### src/pkg/rcd_pkg.sv
// shared constants and types for the reset clock mode decoder
//
// Functional notes
// - capture three strap pins during hard reset
// - config select adds four high bits, 7-bit code
// - new clock setup only after power-on reset
// - codes 000-011: 33 MHz, comms 3/4, core 4/5
// - codes 100-111: 66 MHz, comms 2/2.5, core 2.5/3
// - codes 0001_000-0001_100: comms 2, core 4..8
// - from 0001_101 comms steps 3..6, core 4..8
// - codes 1000_001-1000_100: comms 3.5, core 3..4.5
// - pci mode select high forces local bus mode
// - host/agent select picks host or agent
// - halving pin high doubles pci division
// - pci mode takes bits from local gp lines
// - host 1010_000: 100 MHz, 2, 2, div 3/6
// - host 1011_000-1011_100: comms 2.5, core 2..4, div 4/8
// - agent 000: comms 2/4, core 2.5, bus div 2
// - agent 010/011: comms 3/6, core 3/4, div 3
package rcd_pkg;

  // synchronised pin vector layout
  localparam int SB_HR = 0;
  localparam int SB_CFG = 1;
  localparam int SB_STRAP = 2;
  localparam int SB_DATAH = 5;
  localparam int SB_VAR = 9;
  localparam int SB_PMODE = 10;
  localparam int SB_HASEL = 11;
  localparam int SB_GP5 = 12;
  localparam int SB_GPLO = 13;
  localparam int SYNC_W = 17;
  // hard reset and config select idle high, pci mode pin idles local
  localparam logic [16:0] SYNC_RST = 17'h0_0403;

  // code boundaries
  localparam logic [6:0] DEF_LAST = 7'h07;
  localparam logic [6:0] EXT2_FIRST = 7'h08;
  localparam logic [6:0] EXT2_LAST = 7'h0C;
  localparam logic [6:0] GRP_FIRST = 7'h0D;
  localparam logic [6:0] GRP_LAST = 7'h20;
  localparam logic [6:0] HI35_FIRST = 7'h41;
  localparam logic [6:0] HI35_LAST = 7'h44;
  localparam logic [6:0] H66_FIRST = 7'h4A;
  localparam logic [6:0] H66_LAST = 7'h4C;
  localparam logic [6:0] H100A_FIRST = 7'h50;
  localparam logic [6:0] H100A_LAST = 7'h54;
  localparam logic [6:0] H100B_FIRST = 7'h58;
  localparam logic [6:0] H100B_LAST = 7'h5C;
  localparam logic [6:0] AGENT_LAST = 7'h03;
  localparam logic [4:0] GRP_SIZE = 5'h05;

  // input frequencies in MHz
  localparam logic [6:0] FREQ_33 = 7'h21;
  localparam logic [6:0] FREQ_66 = 7'h42;
  localparam logic [6:0] FREQ_100 = 7'h64;

  // multipliers in half steps
  localparam logic [4:0] M2 = 5'h04;
  localparam logic [4:0] M2P5 = 5'h05;
  localparam logic [4:0] M3 = 5'h06;
  localparam logic [4:0] M3P5 = 5'h07;
  localparam logic [4:0] M4 = 5'h08;
  localparam logic [4:0] M5 = 5'h0A;

  localparam logic [3:0] PCI_DIV_A = 4'h3;
  localparam logic [3:0] PCI_DIV_B = 4'h4;
  localparam logic [1:0] BUS_DIV_A = 2'h2;
  localparam logic [1:0] BUS_DIV_B = 2'h3;

  localparam logic [6:0] RST_CODE = 7'h00;
  localparam logic [4:0] RST_MULT = 5'h00;

  typedef enum logic [1:0] {CM_LOCAL, CM_PCI_HOST, CM_PCI_AGENT} rcd_cmode_e;
  typedef enum logic [1:0] {PH_ARMED, PH_SAMPLE, PH_LOCKED} rcd_phase_e;

  typedef struct packed {
    rcd_phase_e phase;
    logic [6:0] code;
    rcd_cmode_e cmode;
    logic halved;
    logic locked;
    logic invalid;
    logic [6:0] out_code;
    logic [6:0] freq;
    logic [4:0] comms_processor;
    logic [4:0] core;
    rcd_cmode_e out_mode;
    logic [3:0] pci_div;
    logic [1:0] bus_div;
    logic out_halved;
  } rcd_state_s;

  // doubles a whole-number step into half-step units
  function automatic logic [4:0] mul_x2(input logic [4:0] whole);
    return {whole[3:0], 1'b0};
  endfunction

endpackage

### src/core/rcd_sync.sv
// two-flop synchroniser for the strap and reset pins
`timescale 1ns/1ns
module rcd_sync #(
  parameter int W = 1,
  parameter logic [W-1:0] RST_VAL = '0
) (
  input wire logic sys_clk, // system clock
  input wire logic reset_n, // async reset, active low
  input wire logic [W-1:0] din, // raw pins
  output logic [W-1:0] dout // synchronised pins
);
  typedef struct packed {
    logic [W-1:0] meta;
    logic [W-1:0] stable;
  } rcd_sync_s;

  rcd_sync_s st;
  rcd_sync_s next_st;

  // meta stage is read by the stable stage only
  always_comb
  begin
    next_st.meta = din;
    next_st.stable = st.meta;
  end

  always_ff @(posedge sys_clk or negedge reset_n)
  begin
    if (!reset_n)
    begin
      st <= {RST_VAL, RST_VAL};
    end
    else
    begin
      st <= next_st;
    end
  end

  assign dout = st.stable;
endmodule

### src/core/rcd_decode.sv
// mode code to clock ratio lookup
`timescale 1ns/1ns
module rcd_decode (
  input wire logic [6:0] code, // latched 7-bit mode code
  input wire rcd_pkg::rcd_cmode_e cmode, // clocking mode
  input wire logic halved, // pci clock halving
  output logic invalid, // code has no defined ratios
  output logic [6:0] freq, // assumed input MHz
  output logic [4:0] comms_processor, // comms multiplier, half steps
  output logic [4:0] core, // core multiplier, half steps
  output logic [3:0] pci_div, // pci division factor
  output logic [1:0] bus_div // system bus division factor
);
  logic [4:0] off;
  logic [4:0] grp;

  always_comb
  begin
    invalid = 1'b1;
    freq = 7'h00;
    comms_processor = rcd_pkg::RST_MULT;
    core = rcd_pkg::RST_MULT;
    pci_div = 4'h0;
    bus_div = 2'h0;
    off = 5'h00;
    grp = 5'h00;
    unique case (cmode)
      rcd_pkg::CM_LOCAL:
      begin
        if (code <= rcd_pkg::DEF_LAST)
        begin
          invalid = 1'b0;
          if (!code[2])
          begin
            freq = rcd_pkg::FREQ_33;
            comms_processor = code[1] ? rcd_pkg::M4 : rcd_pkg::M3;
            core = code[0] ? rcd_pkg::M5 : rcd_pkg::M4;
          end
          else
          begin
            freq = rcd_pkg::FREQ_66;
            comms_processor = code[1] ? rcd_pkg::M2P5 : rcd_pkg::M2;
            core = code[0] ? rcd_pkg::M3 : rcd_pkg::M2P5;
          end
        end
        else if (code <= rcd_pkg::EXT2_LAST)
        begin
          invalid = 1'b0;
          off = 5'(code - rcd_pkg::EXT2_FIRST);
          freq = rcd_pkg::FREQ_33;
          comms_processor = rcd_pkg::M2;
          core = 5'(rcd_pkg::M4 + rcd_pkg::mul_x2(off));
        end
        else if (code <= rcd_pkg::GRP_LAST)
        begin
          invalid = 1'b0;
          off = 5'(code - rcd_pkg::GRP_FIRST);
          grp = off / rcd_pkg::GRP_SIZE;
          freq = rcd_pkg::FREQ_33;
          comms_processor = 5'(rcd_pkg::M3 + rcd_pkg::mul_x2(grp));
          core = 5'(rcd_pkg::M4 + rcd_pkg::mul_x2(off % rcd_pkg::GRP_SIZE));
        end
        else if (code >= rcd_pkg::HI35_FIRST && code <= rcd_pkg::HI35_LAST)
        begin
          invalid = 1'b0;
          off = 5'(code - rcd_pkg::HI35_FIRST);
          freq = rcd_pkg::FREQ_66;
          comms_processor = rcd_pkg::M3P5;
          core = 5'(rcd_pkg::M3 + off);
        end
      end
      rcd_pkg::CM_PCI_HOST:
      begin
        if (code >= rcd_pkg::H66_FIRST && code <= rcd_pkg::H66_LAST)
        begin
          invalid = 1'b0;
          off = 5'(code - rcd_pkg::H66_FIRST);
          freq = rcd_pkg::FREQ_66;
          comms_processor = rcd_pkg::M3P5;
          core = 5'(rcd_pkg::M3P5 + off);
          pci_div = rcd_pkg::PCI_DIV_B;
        end
        else if (code >= rcd_pkg::H100A_FIRST && code <= rcd_pkg::H100A_LAST)
        begin
          invalid = 1'b0;
          off = 5'(code - rcd_pkg::H100A_FIRST);
          freq = rcd_pkg::FREQ_100;
          comms_processor = rcd_pkg::M2;
          core = 5'(rcd_pkg::M2 + off);
          pci_div = rcd_pkg::PCI_DIV_A;
        end
        else if (code >= rcd_pkg::H100B_FIRST && code <= rcd_pkg::H100B_LAST)
        begin
          invalid = 1'b0;
          off = 5'(code - rcd_pkg::H100B_FIRST);
          freq = rcd_pkg::FREQ_100;
          comms_processor = rcd_pkg::M2P5;
          core = 5'(rcd_pkg::M2 + off);
          pci_div = rcd_pkg::PCI_DIV_B;
        end
        // halving doubles the division, halving the pci clock
        if (halved)
        begin
          pci_div = {pci_div[2:0], 1'b0};
        end
      end
      rcd_pkg::CM_PCI_AGENT:
      begin
        if (code <= rcd_pkg::AGENT_LAST)
        begin
          invalid = 1'b0;
          freq = halved ? rcd_pkg::FREQ_33 : rcd_pkg::FREQ_66;
          comms_processor = code[1] ? rcd_pkg::M3 : rcd_pkg::M2;
          if (halved)
          begin
            comms_processor = {comms_processor[3:0], 1'b0};
          end
          unique case (code[1:0])
            2'b00: core = rcd_pkg::M2P5;
            2'b01: core = rcd_pkg::M3;
            2'b10: core = rcd_pkg::M3;
            2'b11: core = rcd_pkg::M4;
          endcase
          bus_div = code[1] ? rcd_pkg::BUS_DIV_B : rcd_pkg::BUS_DIV_A;
        end
      end
      default:
      begin
        invalid = 1'b1;
      end
    endcase
  end
endmodule

### src/core/rcd_top.sv
// reset-time clock mode capture and decode
`timescale 1ns/1ns
module rcd_top (
  input wire logic sys_clk, // 10 MHz system clock
  input wire logic reset_n, // power-on reset, active low
  input wire logic hard_reset_in_n, // hard reset pin, active low
  input wire logic reset_config_select_n, // config word used, low
  input wire logic [2:0] clock_mode_strap_low, // low mode straps
  input wire logic [3:0] clock_mode_cfg_high, // high bits, data bus
  input wire logic pci_variant, // part has pci interface
  input wire logic pci_mode_local, // high: local bus mode
  input wire logic host_agent_sel, // low host, high agent
  input wire logic local_gp_line5, // pci clock halving source
  input wire logic [3:0] local_gp_line0_3, // high bits in pci mode
  output logic cfg_locked, // configuration latched
  output logic cfg_invalid, // latched code is reserved
  output logic [6:0] mode_code, // latched 7-bit code
  output logic [6:0] in_freq_mhz, // assumed input frequency
  output logic [4:0] cpm_mult_x2, // comms multiplier, halves
  output logic [4:0] core_mult_x2, // core multiplier, halves
  output logic [1:0] clk_mode, // local, pci host, pci agent
  output logic [3:0] pci_div, // pci division factor
  output logic [1:0] bus_div, // bus division, agent mode
  output logic pci_clock_halving // halving latched
);

  // ----------------------------------------------------------
  // pin synchronisation
  // ----------------------------------------------------------
  logic [rcd_pkg::SYNC_W-1:0] raw;
  logic [rcd_pkg::SYNC_W-1:0] sy;

  assign raw = {local_gp_line0_3, local_gp_line5, host_agent_sel,
                pci_mode_local, pci_variant, clock_mode_cfg_high,
                clock_mode_strap_low, reset_config_select_n,
                hard_reset_in_n};

  rcd_sync #(
    .W(rcd_pkg::SYNC_W),
    .RST_VAL(rcd_pkg::SYNC_RST)
  ) u_sync (
    .sys_clk(sys_clk),
    .reset_n(reset_n),
    .din(raw),
    .dout(sy)
  );

  logic hr_act;
  logic cfg_sel;
  logic is_pci;
  logic [2:0] s_strap;
  logic [3:0] s_datah;
  logic [3:0] s_gplo;
  logic [3:0] high;
  rcd_pkg::rcd_cmode_e cap_mode;

  assign hr_act = !sy[rcd_pkg::SB_HR];
  assign cfg_sel = !sy[rcd_pkg::SB_CFG];
  assign s_strap = sy[rcd_pkg::SB_STRAP +: 3];
  assign s_datah = sy[rcd_pkg::SB_DATAH +: 4];
  assign s_gplo = sy[rcd_pkg::SB_GPLO +: 4];
  // pci clocking only on pci parts with the mode pin low
  assign is_pci = sy[rcd_pkg::SB_VAR] && !sy[rcd_pkg::SB_PMODE];

  always_comb
  begin
    if (!is_pci)
    begin
      cap_mode = rcd_pkg::CM_LOCAL;
    end
    else if (sy[rcd_pkg::SB_HASEL])
    begin
      cap_mode = rcd_pkg::CM_PCI_AGENT;
    end
    else
    begin
      cap_mode = rcd_pkg::CM_PCI_HOST;
    end
  end

  // high bits are zero without config select, else the gp lines in pci mode, else the data bus
  assign high = !cfg_sel ? 4'h0 : (is_pci ? s_gplo : s_datah);

  // ----------------------------------------------------------
  // decode of the captured code
  // ----------------------------------------------------------
  rcd_pkg::rcd_state_s st;
  rcd_pkg::rcd_state_s next_st;

  logic d_invalid;
  logic [6:0] d_freq;
  logic [4:0] d_cpm;
  logic [4:0] d_core;
  logic [3:0] d_pci_div;
  logic [1:0] d_bus_div;

  rcd_decode u_decode (
    .code(st.code),
    .cmode(st.cmode),
    .halved(st.halved),
    .invalid(d_invalid),
    .freq(d_freq),
    .comms_processor(d_cpm),
    .core(d_core),
    .pci_div(d_pci_div),
    .bus_div(d_bus_div)
  );

  // ----------------------------------------------------------
  // capture sequence
  // ----------------------------------------------------------
  always_comb
  begin
    next_st = st;
    unique case (st.phase)
      rcd_pkg::PH_ARMED,
      rcd_pkg::PH_SAMPLE:
      begin
        if (hr_act)
        begin
          // keep tracking the pins while hard reset is held
          next_st.phase = rcd_pkg::PH_SAMPLE;
          next_st.code = {high, s_strap};
          next_st.cmode = cap_mode;
          next_st.halved = is_pci && sy[rcd_pkg::SB_GP5];
        end
        else if (st.phase == rcd_pkg::PH_SAMPLE)
        begin
          next_st.phase = rcd_pkg::PH_LOCKED;
          next_st.locked = 1'b1;
          next_st.invalid = d_invalid;
          next_st.out_code = st.code;
          next_st.freq = d_freq;
          next_st.comms_processor = d_cpm;
          next_st.core = d_core;
          next_st.out_mode = st.cmode;
          next_st.pci_div = d_pci_div;
          next_st.bus_div = d_bus_div;
          next_st.out_halved = st.halved;
        end
      end
      rcd_pkg::PH_LOCKED:
      begin
        // later hard resets leave the setup alone; only power-on
        // reset rearms capture
        next_st.phase = rcd_pkg::PH_LOCKED;
      end
      default:
      begin
        next_st.phase = rcd_pkg::PH_ARMED;
      end
    endcase
  end

  always_ff @(posedge sys_clk or negedge reset_n)
  begin
    if (!reset_n)
    begin
      st <= '{phase: rcd_pkg::PH_ARMED, code: rcd_pkg::RST_CODE,
              cmode: rcd_pkg::CM_LOCAL, halved: 1'b0, locked: 1'b0,
              invalid: 1'b0, out_code: rcd_pkg::RST_CODE,
              freq: 7'h00, comms_processor: rcd_pkg::RST_MULT,
              core: rcd_pkg::RST_MULT, out_mode: rcd_pkg::CM_LOCAL,
              pci_div: 4'h0, bus_div: 2'h0, out_halved: 1'b0};
    end
    else
    begin
      st <= next_st;
    end
  end

  assign cfg_locked = st.locked;
  assign cfg_invalid = st.invalid;
  assign mode_code = st.out_code;
  assign in_freq_mhz = st.freq;
  assign cpm_mult_x2 = st.comms_processor;
  assign core_mult_x2 = st.core;
  assign clk_mode = st.out_mode;
  assign pci_div = st.pci_div;
  assign bus_div = st.bus_div;
  assign pci_clock_halving = st.out_halved;

  logic loc_ok;
  assign loc_ok = cfg_locked && clk_mode == rcd_pkg::CM_LOCAL;
endmodule

### config.mk
export PLATFORM = sky130hd
export DESIGN_NAME = rcd_top
export DESIGN_NICKNAME = d
export VERILOG_FILES = /design/src/pkg/rcd_pkg.sv /design/src/core/rcd_sync.sv /design/src/core/rcd_decode.sv /design/src/core/rcd_top.sv
export SDC_FILE = /design/constraint.sdc
export NUM_CORES = 1
export LEC_CHECK = 0
export ABC_AREA = 1
export ABC_CLOCK_PERIOD_IN_PS = 3050
export BUFFER_PORTS_ARGS = -buffer_cell sky130_fd_sc_hd__buf_4
export CAP_MARGIN = 20
export CORE_ASPECT_RATIO = 1.1
export CORE_MARGIN = 10
export CORE_UTILIZATION = 45
export CTS_BUF_LIST = sky130_fd_sc_hd__clkbuf_4 sky130_fd_sc_hd__clkbuf_8
export DETAILED_ROUTE_END_ITERATION = 8
export PLACE_DENSITY_LB_ADDON = 0.25
export SYNTH_ARGS = -nofsm -noshare
export SYNTH_HDL_FRONTEND = slang
export SYNTH_HIERARCHICAL = 1
export SYNTH_SLANG_ARGS = --single-unit
### constraint.sdc
create_clock -name sys_clk -period 3.05 [get_ports sys_clk]
set_input_delay 0.1525 -clock sys_clk [delete_from_list [all_inputs] [get_ports sys_clk]]
set_output_delay 0.1525 -clock sys_clk [all_outputs]
set_load 0.05 [all_outputs]
Word-level counts from Yosys, hierarchy flattened
Index checks and enable logic that the tools add are counted.

storage, ports and cells
  flip-flop bits (word level) = 81
  latch bits = 0
  RAM bits = 0
  bits in read-only memories = 0
  input bits = 19
  output and inout port bits = 35
  logic and storage cells = 128
  memories kept = 0

operators by class
  add/sub/neg operators = 13
  multipliers = 0
  divide/modulo/power cells = 2
  magnitude comparators = 12
  equality and inequality tests = 8
  shift operators = 0
  muxes and demuxes = 62
  bitwise gates (word level) = 1
  reduce and logical (&&, ||, !) cells = 14

operators by type and width
  kind                   count
  $mux W5                17
  $mux W7                10
  $pmux W5 S3            3
  $ge A7 B7 Y1 const B   4
  $le A7 B7 Y1 const B   4
  $mux W4                7
  $add A3 B5 Y5 const A  5
  $pmux W7 S3            1
  $mux W2                9
  $add A4 B5 Y5 const A  2
  $mux W1                10
  $sub A5 B4 Y5 const B  2
  $sub A5 B5 Y5 const B  2
  $mux W3                3
  $eq A2 B2 Y1 const B   4
  $le A7 B2 Y1 const B   1
  $le A7 B3 Y1 const B   1
  $le A7 B4 Y1 const B   1
  $le A7 B6 Y1 const B   1
  $eq A2 B1 Y1 const B   3
  $logic_and A1 B1 Y1    6
  $logic_not A2 Y1       3
  $div A5 B3 Y5 const B  1
  $mod A5 B3 Y5 const B  1
  other kinds (10)       11

Longest topological paths before layout
Gate-level depths: netlist of run 1.

  word-level depth = 7
  depth in mapped cells = 25
  gate-level depth less buffers = 25

By module
The synthesis of run 1 kept the hierarchy.

by module, submodules not included
  module      instances  cells each  area each (µm²)  sequential area each (µm²)
  rcd_top     1          238         2285.9           1176.1
  rcd_decode  1          256         1325.0           0.0
  rcd_sync    1          34          858.3            858.3

Worst setup path before layout of run 1
No wires, ideal clock.

  path kind = reg2reg
  start point = reg st[38] (netlist bit)
  end point = reg st, in the netlist cpm_mult_x2[3]
  arrival time = 2.553 ns
  setup slack = 0.379 ns
  cell stages (with the launch flop) = 21
  buffers on the path = 0
  period minus slack after synthesis = 2.671 ns
  cell sequence = dfrtp_1 -> inv_2 -> ha_1 -> inv_1 -> nand3_1 -> nand2_2 -> nand2_2 -> nand4_1 -> nand3_2 -> nand2_1 -> nand2_1 -> inv_2 -> nand2_4 -> nand2_4 -> inv_2 -> ha_1 -> or2_2 -> nand3_1 -> nand3_1 -> inv_1 -> o21ai_2

between the ends
  cells in the longest elaborated chain, start to end = 7
  elaborated cells between the ends (all ways) = 16
  those cells by class = 2 x add/sub; 1 x div; 6 x order compare; 6 x mux; 1 x reduce/logical

ends and longest elaborated chain
  item                    line              RTL
  from (decl)             rcd_top.sv:87     rcd_pkg::rcd_state_s st;
  from (signal assigned)  rcd_top.sv:159    st <= '{phase: rcd_pkg::PH_ARMED, code: rcd_pkg::RST_CODE,
  from (signal assigned)  rcd_top.sv:168    st <= next_st;
  $sub A5 B4 Y5           rcd_decode.sv:57  off = 5'(code - rcd_pkg::GRP_FIRST);
  $div A5 B3 Y5           rcd_decode.sv:58  grp = off / rcd_pkg::GRP_SIZE;
  $add A3 B5 Y5           rcd_decode.sv:60  comms_processor = 5'(rcd_pkg::M3 + rcd_pkg::mul_x2(grp));
  $mux W5                 rcd_decode.sv:54  else if (code <= rcd_pkg::GRP_LAST)
  $mux W5                 rcd_decode.sv:46  else if (code <= rcd_pkg::EXT2_LAST)
  $mux W5                 rcd_decode.sv:30  if (code <= rcd_pkg::DEF_LAST)
  $pmux W5 S3 (*)         rcd_decode.sv:27  unique case (cmode)
  via d_cpm[3]            rcd_top.sv:92     logic [4:0] d_cpm;

The timed path passes the listed nets; every way through them passes the cells marked *.
A chain may end at the register's enable or synchronous reset.

Final worst setup path of run 1
  start point = reg st[39] (netlist bit)
  end point = reg st, in the netlist cpm_mult_x2[3]

The elaborated chain is that of the path after synthesis.

==> results of run 1 <==
## cells by family after synthesis
kind of cell	Yosys count
adders and majority gates	10
other	1
and+or+nand+nor	215
AOI/OAI and AO/OA	85
xor gates and xnor gates	5
muxes	1
buffers and inverters	130
DFF	81
## path summary, 6_finish.rpt
path / from / endpoint / slack [ns]
min reg2reg: u_sync/next_st[8]$_DFF_PN0_ / u_sync/dout[8]$_DFF_PN0_ / 0.35
max reg2reg: st[39]$_DFFE_PN0P_ / cpm_mult_x2[3]$_DFFE_PN0P_ / 0.30
min in group sys_clk: u_sync/next_st[8]$_DFF_PN0_ / u_sync/dout[8]$_DFF_PN0_ / 0.35
min: reset_n / clk_mode[0]$_DFFE_PN0P_ / 0.25
max: st[39]$_DFFE_PN0P_ / cpm_mult_x2[3]$_DFFE_PN0P_ / 0.30
max in group asynchronous: reset_n / u_sync/dout[1]$_DFF_PN1_ / 2.17
## synthesized netlist by cell type, types with 6 or more instances
cell	n	area [um^2]
nand2_1	123	462
dfrtp_1	75	1880
inv_1	74	278
buf_4	34	255
o21ai_2	34	298
nand3_1	33	165
nor2_1	24	90.1
o21ai_0	19	95.1
a21oi_1	12	60.1
inv_2	11	41.3
ha_1	10	125
nand2_2	8	50.1
buf_6	7	78.8
dfstp_2	6	158
o211ai_1	6	45.0
## power by group
group / internal, uW / leakage, uW / switching, uW
clock: 500 / 0.000118 / 387
combinational: 1130 / 0.00151 / 2380
sequential: 1310 / 0.00100 / 166
## sequential cells by signal, summed over array words and instances (netlist names)
register / flops
pci_clock_halving: 1
cfg_invalid: 1
st: 12
cfg_locked: 1
pci_div: 4
mode_code: 7
u_sync/next_st: 17
core_mult_x2: 5
u_sync/dout: 17
in_freq_mhz: 7
cpm_mult_x2: 5
bus_div: 2
clk_mode: 2
## critical path, cell delays in order, from the launching register on
cell and delay, ns:
dfrtp_1 0.41, inv_4 0.13, ha_2 0.20, inv_2 0.05, nand2_1 0.06, nand2_2 0.06, nand2_2 0.12, inv_1 0.06
nand3_2 0.06, nand2_1 0.06, inv_2 0.09, nand3_4 0.11, inv_2 0.10, nand2_1 0.05, nand2_1 0.09, inv_2 0.07
nand2_4 0.09, inv_2 0.04, ha_1 0.18, or2_2 0.29, nand3_1 0.09, nand3_1 0.07, inv_1 0.08, o21ai_2 0.05
## routing by layer
| metal | global-route usage, % | vias up |
|---|---|---|
| met3 | 3.23 | 17 |
| met2 | 22.3 | 100 |
| li1 | - | 1733 |
| met4 | 5.98 | 0 |
| met5 | 0 | - |
| met1 | 17.1 | 1624 |
## final cells by class
cell class                      instances  area [um^2]  share of cell area, %
Clock buffer                           11          145                   2.79
Clock inverter                          5         86.3                   1.66
Inverter                               85          327                   6.28
Multi-Input combinational cell        318         1780                   34.3
Sequential cell                        81         2030                   39.2
Tap cell                              120          150                   2.89
Timing Repair Buffer                   81          673                   13.0
## repair_timing
| item | 4_1_cts | 5_1_grt |
|---|---|---|
| gates resized for setup | 0 | 8 |
| endpoints found under the setup margin | 0 | 2 |
| endpoints found under the hold margin | 77 | 0 |
| buffers inserted | 0 | 2 |
| hold buffers | 18 | 0 |
## placed cells by master (no fill, tap or decap), drive strengths merged, types with 3 or more instances in the layout
| master | instances |
|---|---|
| nand3b | 3 |
| ha | 10 |
| o21ai | 57 |
| inv | 86 |
| nor2 | 29 |
| clkbuf | 11 |
| nor3 | 3 |
| nand4 | 5 |
| nand2 | 134 |
| dlygate4sd3 | 18 |
| xor2 | 4 |
| buf | 63 |
| dfstp | 6 |
| nand3 | 39 |
| o211ai | 6 |
| dfrtp | 75 |
| a21oi | 12 |
## metrics by stage
stage	cell area, um^2	instances	total power (uW)
floorplan	4470	529	4300
global placement	4720	664	4890
detailed placement	4720	664	4950
CTS	5130	698	5880
global route	5200	701	6380
finish	5200	701	5880
==> flow_summary.toml, run 1 <==
[logic_synthesis]
synth-compound-area-share_pct = 13.4
synth_top_family_by_area = "simple AND/OR/NAND/NOR gates"
synth-xor-area-share_pct = 0.980
ys.flop_type = "dfrtp_1"
syn_area_per_cell_um2 = 8.46
syn_inst = 528
async_flop_share_pct = 100
ys_warn_count = 6
synth-seq-cells = 81
muxShareOfSynthArea_pct = 0.224
yosysSeqAreaShare_pct = 45.5
synth_fa_ha_area_share_pct = 2.80
synth-edff-count = 0
yosysUniqueCellTypes = 39
synth_simple_gate_area_share_pct = 21.9
synth_area_um2 = 4470

[placement]
port_buffers = 53
gp_congestion = 0.886
pre_cts_slack_ns = 0.201
hpwl_um = 7130

[route]
wl_um = 9650
viasPerCell = 4.96
highest_layer = "met4"
met2WireLength_um = 4770
m1WireLength_um = 4120
drt_pass1_iterations = 4
drc_errors = 0
wl_met3_um = 555
drt_iter0_drc = 317
avgRoutedWirePerCell_um = 13.8
vias = 3474
ant_nets = 0

[cts]
cts_htree_levels = 3
cts_sinks = 81
cts-root-buf = "clkbuf_8"
cts_tree = "yes"
clk_pin_slew_ns = 0.08
numCtsBuffers = 9
cts_buffer_depth = 2
clock_latency_ns = 0.36

[run_status]
status = "completed"

[die]
coreArea_um2 = 9790
dieArea_um2 = 14300
die_x_um = 115
die_h_um = 125
ios = 54
rows = 38
initial_core_util_pct = 45.6

[power]
p_per_area_nw_per_um2 = 1130
leakage_uw = 0.00263
peakVddDrop_uv = 448

[worst_setup_path]
rr_worst_depth = 23
required_ns = 3.28
critPathArrivalTime_ns = 2.98
crit_type = "flop to flop"
cp-end-kind = "flop"
path_max_fanout = 9
start_kind = "flop"

[global_route]
grt_util_all_layers_pct = 13.9
grt_overflow = 0
antenna_found_initial = 0
grt_max_degree = 82
grt_pass1_vias = 3435
grt_pass1_wl_um = 16400

[cells_and_area]
final_core_util_pct = 53.1
layout-drive-gt1-share_pct = 26.7
fill_cells = 914
nets = 605
diodes = 0
syn2layout_area_growth_pct = 16.3

[sta]
timing.setup.tns_ns = 0
worst_slack_ns = 0.303
hold_violations = 0
fin_skew_ns = 0.00987
finalMaxSlewViolations = 0
holdWs_ns = 0.254
slew_headroom_pct = 42.5
worst_pin_slew_ns = 0.862
max_freq_ghz = 0.364
setup_viol = 0
rsz0062_at_grt = "no"
min_period_over_period_pct = 90.1
fin_crit_ns = 2.75

[worst_hold_path]
hold_path.class = "input pin to asynchronous set/reset pin"

[run]
cap_violations = 0
No activity file was read; power rests on OpenSTA's default activity.
==> run 2, diff against run 1 <==
--- a/config.mk
+++ b/config.mk
@@ -5,7 +5,6 @@
 export SDC_FILE = /design/constraint.sdc
 export NUM_CORES = 1
 export LEC_CHECK = 0
-export ABC_AREA = 1
 export ABC_CLOCK_PERIOD_IN_PS = 3050
 export BUFFER_PORTS_ARGS = -buffer_cell sky130_fd_sc_hd__buf_4
 export CAP_MARGIN = 20
==> flow_summary.toml, run 2 <==
[placement]
gp_congestion = 0.908
pre_cts_slack_ns = 0.120
port_buffers = 53
hpwl_um = 7800
dpl_cell_area_um2 = 4930
place_inst = 572

[route]
met2WireLength_um = 5270
viasPerCell = 5.58
vias = 3381
wl_met3_um = 763
wl_um = 11000
m1WireLength_um = 4750
drt_pass1_iterations = 5
ant_nets = 0
highest_layer = "met4"
drt_iter0_drc = 278
avgRoutedWirePerCell_um = 18.2
drc_errors = 0

[worst_setup_path]
crit_cells = 12
path_max_fanout = 6
cp-end-kind = "flop"
critPathBufInv = 2
crit_slowest_cell = "xnor2_1"
start_kind = "flop"
crit_type = "flop to flop"
required_ns = 3.30
r2r_end = "cpm_mult_x2[2]$_DFFE_PN0P_"
max_stage_delay_ns = 0.40
crit_path_start = "st[38]$_DFFE_PN0P_"
r2r-start = "st[38]$_DFFE_PN0P_"
critPathTopFamily = "compound AO/OA/AOI/OAI gates"
crit_chain = "inv_1, ha_2, xnor2_1, buf_4, nor2_1, o21ai_0, a21oi_1, ha_1, nor2b_1, o311ai_0, nand4_1, mux2_4"
endpoint = "cpm_mult_x2[2]$_DFFE_PN0P_"
r2r_slack_ns = 0.25
critPathArrivalTime_ns = 3.06
rr_worst_depth = 12

[cells_and_area]
diodes = 0
stdcell_count = 606
fill_cells = 857
layout-drive-gt1-share_pct = 31.5
design_area_um2 = 5330
mostFrequentLayoutCell = "buf_4"
syn2layout_area_growth_pct = 16.2
mostFrequentLayoutCells = "78 x buf_4, 75 x dfrtp_1, 36 x nand2_1"
nets = 510

[sta]
hold_violations = 0
min_period_over_period_pct = 91.9
timing.setup.tns_ns = 0
fin_skew_ns = 0.00683
max_freq_ghz = 0.357
setup_viol = 0
finalMaxSlewViolations = 0
worst_slack_ns = 0.247
worst_pin_slew_ns = 0.973
fin_crit_ns = 2.80
slew_headroom_pct = 35.1

[logic_synthesis]
syn_area_per_cell_um2 = 10.6
yosysSeqAreaShare_pct = 44.4
ys_warn_count = 6
yosysUniqueCellTypes = 70
syn_inst = 433
synth-edff-count = 0
netlist_top_cells_count = "75 x dfrtp_1, 36 x nand2_1, 34 x buf_4"
yosysTopAreaCell = "dfrtp_1"
ys.flop_type = "dfrtp_1"
synthMostInstantiatedCell = "dfrtp_1"
synth_top_area_share_pct = 40.9
synth_area_leaders = "dfrtp_1 41%, mux2_4 9.2%, buf_4 5.6%"
synth-seq-cells = 81
async_flop_share_pct = 100
synth_area_um2 = 4580

[die]
ios = 54
coreArea_um2 = 9890
die_x_um = 116
rows = 38
die_h_um = 126
initial_core_util_pct = 46.4
dieArea_um2 = 14600

[cts]
cts_buffer_depth = 2
clock_latency_ns = 0.36
cts-root-buf = "clkbuf_8"
cts_sinks = 81
clk_pin_slew_ns = 0.09
cts_htree_levels = 3
numCtsBuffers = 9
cts_tree = "yes"

[worst_hold_path]
hold_path.class = "flop to flop"
min_from = "u_sync/next_st[5]$_DFF_PN0_"

[power]
p_per_area_nw_per_um2 = 1100
peakVddDrop_uv = 371
leakage_uw = 0.00248

[global_route]
antenna_found_initial = 0
grt_max_degree = 82
grt_overflow = 0
grt_pass1_wl_um = 17900
grt_pass1_vias = 3415
grt_util_all_layers_pct = 15.2

[run_status]
status = "completed"

[run]
cap_violations = 0
[run 2: changes by cell type after synthesis, sizes merged, moves of 7 or more]
| cell | change |
|---|---|
| nor3 | +8 |
| inv | -78 |
| nand2 | -97 |
| nand2b | +7 |
| clkbuf | +13 |
| nand3 | -27 |
| xnor2 | +10 |
| nor2b | +7 |
| mux2 | +36 |
| o21ai | -40 |
[run 2: logic make-up (layout without fill, tap and decap cells)]
kind of cell / after synthesis / in the layout / share of synthesized area, %
flops: 81 / 81 / 44.4
xor+xnor: 13 / 13 / 2.65
simple gates: 127 / 127 / 14.5
mux: 42 / 42 / 12.4
compound gates: 90 / 90 / 13.8
other cells: 1 / 2 / 0.0818
buf+inv: 69 / 121 / 9.44
fa+ha+maj: 10 / 10 / 2.73
[run 2: area by class of cell]
class	instances	area (um^2)	share of cell area, %
inverter	9	33.8	0.634
clock inverter	7	61.3	1.15
multi-input combinational	284	2160	40.5
tap	120	150	2.82
clock buffer	9	124	2.32
sequential	81	2030	38.2
timing repair buffer	96	766	14.4
[run 2: power breakdown]
part	switching, uW	internal [uW]
sequential	201	1320
combinational	2110	1470
clock	435	312
total	2740	3100
[run 2: layer usage]
metal	vias to the layer above	track usage, %
li1	1610	-
met2	149	24.2
met1	1597	19.4
met5	-	0
met3	25	3.51
met4	0	6.26
[run 2: stage by stage]
step / hold slack (ns) / total power (uW) / util, %
floorplan: -0.143 / 4240 / -
global placement: 0.261 / 5010 / 49.9
detailed placement: 0.262 / 5040 / 49.9
CTS: 0.355 / 5820 / 53.6
global route: 0.363 / 6270 / 53.9
finish: 0.354 / 5840 / 53.9
[run 2: worst min-delay path by stage]
| stage | cells after the start | end |
|---|---|---|
| 2_1_floorplan | 0 | bus_div[0]$_DFFE_PN0P_ |
| 3_3_place_gp | 1 | u_sync/next_st[10]$_DFF_PN1_ |
| 3_5_place_dp | 1 | u_sync/next_st[1]$_DFF_PN1_ |
| 4_1_cts | 0 | u_sync/dout[5]$_DFF_PN0_ |
| 5_1_grt | 0 | u_sync/dout[1]$_DFF_PN1_ |
| 6_report | 0 | u_sync/dout[5]$_DFF_PN0_ |
[run 2: repair_timing]
item | 4_1_cts | 5_1_grt
hold buffers | 18 | 0
setup endpoints to repair | 0 | 1
gates resized for setup | 0 | 5
setup buffers | 0 | 0
hold endpoints to repair | 82 | 0
==> run 3, diff against run 2 <==
--- a/config.mk
+++ b/config.mk
@@ -8,6 +8,8 @@
 export ABC_CLOCK_PERIOD_IN_PS = 3050
 export BUFFER_PORTS_ARGS = -buffer_cell sky130_fd_sc_hd__buf_4
 export CAP_MARGIN = 20
+export CELL_PAD_IN_SITES_DETAIL_PLACEMENT = 1
+export CELL_PAD_IN_SITES_GLOBAL_PLACEMENT = 1
 export CORE_ASPECT_RATIO = 1.1
 export CORE_MARGIN = 10
 export CORE_UTILIZATION = 45
==> flow_summary.toml, run 3 (synthesized netlist as in run 2, its figures left out) <==
[route]
drt_pass1_iterations = 4
drc_errors = 0
ant_nets = 0
viasPerCell = 5.61
vias = 3376
drt_iter0_drc = 201
avgRoutedWirePerCell_um = 19.9
wl_um = 12000

[placement]
hpwl_um = 8620
gp_congestion = 0.904
port_buffers = 53
pre_cts_slack_ns = 0.189

[cells_and_area]
mostFrequentLayoutCells = "75 x dfrtp_1, 74 x buf_4, 36 x nand2_1"
diodes = 0
mostFrequentLayoutCell = "dfrtp_1"
fill_cells = 1102
nets = 506
layout-drive-gt1-share_pct = 30.7
syn2layout_area_growth_pct = 15.9

[sta]
timing.setup.tns_ns = 0
worst_pin_slew_ns = 0.982
hold_violations = 0
worst_slack_ns = 0.230
min_period_over_period_pct = 92.4
setup_viol = 0
slew_headroom_pct = 34.6
rsz0062_at_grt = "no"
finalMaxSlewViolations = 0
fin_crit_ns = 2.82
max_freq_ghz = 0.355
fin_skew_ns = 0.0113

[global_route]
grt_max_degree = 82
grt_overflow = 0
grt_pass1_wl_um = 19900
grt_pass1_vias = 3724
grt_util_all_layers_pct = 17.0
antenna_found_initial = 0

[cts]
cts-root-buf = "clkbuf_8"
post_cts_buffers = 0
clk_pin_slew_ns = 0.09
cts_sinks = 81
clock_latency_ns = 0.36
cts_htree_levels = 3
cts_buffer_depth = 2
numCtsBuffers = 9
cts_tree = "yes"

[worst_setup_path]
rr_worst_depth = 9
endpoint = "core_mult_x2[3]$_DFFE_PN0P_"
crit_type = "flop to flop"
r2r-start = "st[40]$_DFFE_PN0P_"
required_ns = 3.28
critPathArrivalTime_ns = 3.05
start_kind = "flop"
cp-end-kind = "flop"
crit_path_start = "st[40]$_DFFE_PN0P_"
r2r_slack_ns = 0.23
path_max_fanout = 21
r2r_end = "core_mult_x2[3]$_DFFE_PN0P_"

[die]
ios = 54
rows = 38
die_x_um = 116
die_h_um = 126
coreArea_um2 = 9890
dieArea_um2 = 14600
initial_core_util_pct = 46.4

[worst_hold_path]
hold_path.class = "flop to flop"

[run_status]
status = "completed"

[power]
power_frac_comb_pct = 61.4
leakage_uw = 0.00246
p_per_area_nw_per_um2 = 1110
peakVddDrop_uv = 396
p_sw_uw = 2810
internal_power_uw = 3090
switching_share_pct = 47.6
clockPowerShare_pct = 12.9
seqPwrFrac_pct = 25.8

[run]
cap_violations = 0
run 3: layout make-up:
cell class                 instances  area (um^2)  area share [%]
multi-input combinational        284         2170            40.9
sequential                        81         2030            38.3
timing repair buffer              92          736            13.9
tap                              120          150            2.83
clock buffer                       9          124            2.33
clock inverter                     7         60.1            1.13
inverter                           9         33.8           0.636
run 3: through the flow:
step                      instances  util, %  power [uW]  area [um^2]  hold slack (ns)
after floorplan                 434        -        4240         4600           -0.143
after global placement          568     49.6        5020         4900            0.261
after detailed placement        568     49.6        5080         4900            0.263
after CTS                       602     53.3        5870         5270            0.357
after global routing            602     53.7        6330         5310            0.367
final                           602     53.7        5900         5310            0.355
run 3: routing by layer:
layer / up-vias / global-route usage, % / wire [um] / part of all wire (%)
met5: - / 0 / 0 / 0
met4: 0 / 5.38 / 188 / 1.6
met3: 16 / 3.18 / 545 / 4.6
met2: 76 / 28.7 / 6120 / 51
met1: 1692 / 21.1 / 5110 / 43
li1: 1592 / - / - / -
run 3: worst min-delay path by stage:
stage                                            start                           end  slack (ns)  depth (start not counted)
after global routing      u_sync/next_st[10]$_DFF_PN1_     u_sync/dout[10]$_DFF_PN1_        0.37                          0
after CTS                  u_sync/next_st[8]$_DFF_PN0_      u_sync/dout[8]$_DFF_PN0_        0.36                          0
after global placement                  pci_mode_local  u_sync/next_st[10]$_DFF_PN1_        0.26                          1
after floorplan                                reset_n        bus_div[0]$_DFFE_PN0P_       -0.14                          0
final                      u_sync/next_st[8]$_DFF_PN0_      u_sync/dout[8]$_DFF_PN0_        0.35                          0
after detailed placement                local_gp_line5  u_sync/next_st[12]$_DFF_PN0_        0.26                          1
run 3: power groups by stage:
stage / logic [uW] / clock network [uW] / registers, uW
after detailed placement: 3540 / 0 / 1540
after global routing: 3940 / 830 / 1560
after CTS: 3570 / 781 / 1520
after global placement: 3490 / 0 / 1520
after floorplan: 2710 / 0 / 1520
final: 3620 / 758 / 1520
run 3: critical path, cell delays in order, from the launching register on:
cell	delay, ns
dfrtp_1	0.37
buf_4	0.22
buf_4	0.28
ha_1	0.24
nor4bb_1	0.54
or4_1	0.31
mux2i_1	0.12
a32oi_1	0.19
nand4b_1	0.14
mux2_4	0.29
run 3: what timing repair did:
item                                   4_1_cts  5_1_grt
endpoints found under the hold margin       40        0
setup endpoints to repair                    0        1
resized for setup                            0        5
hold buffers                                18        0
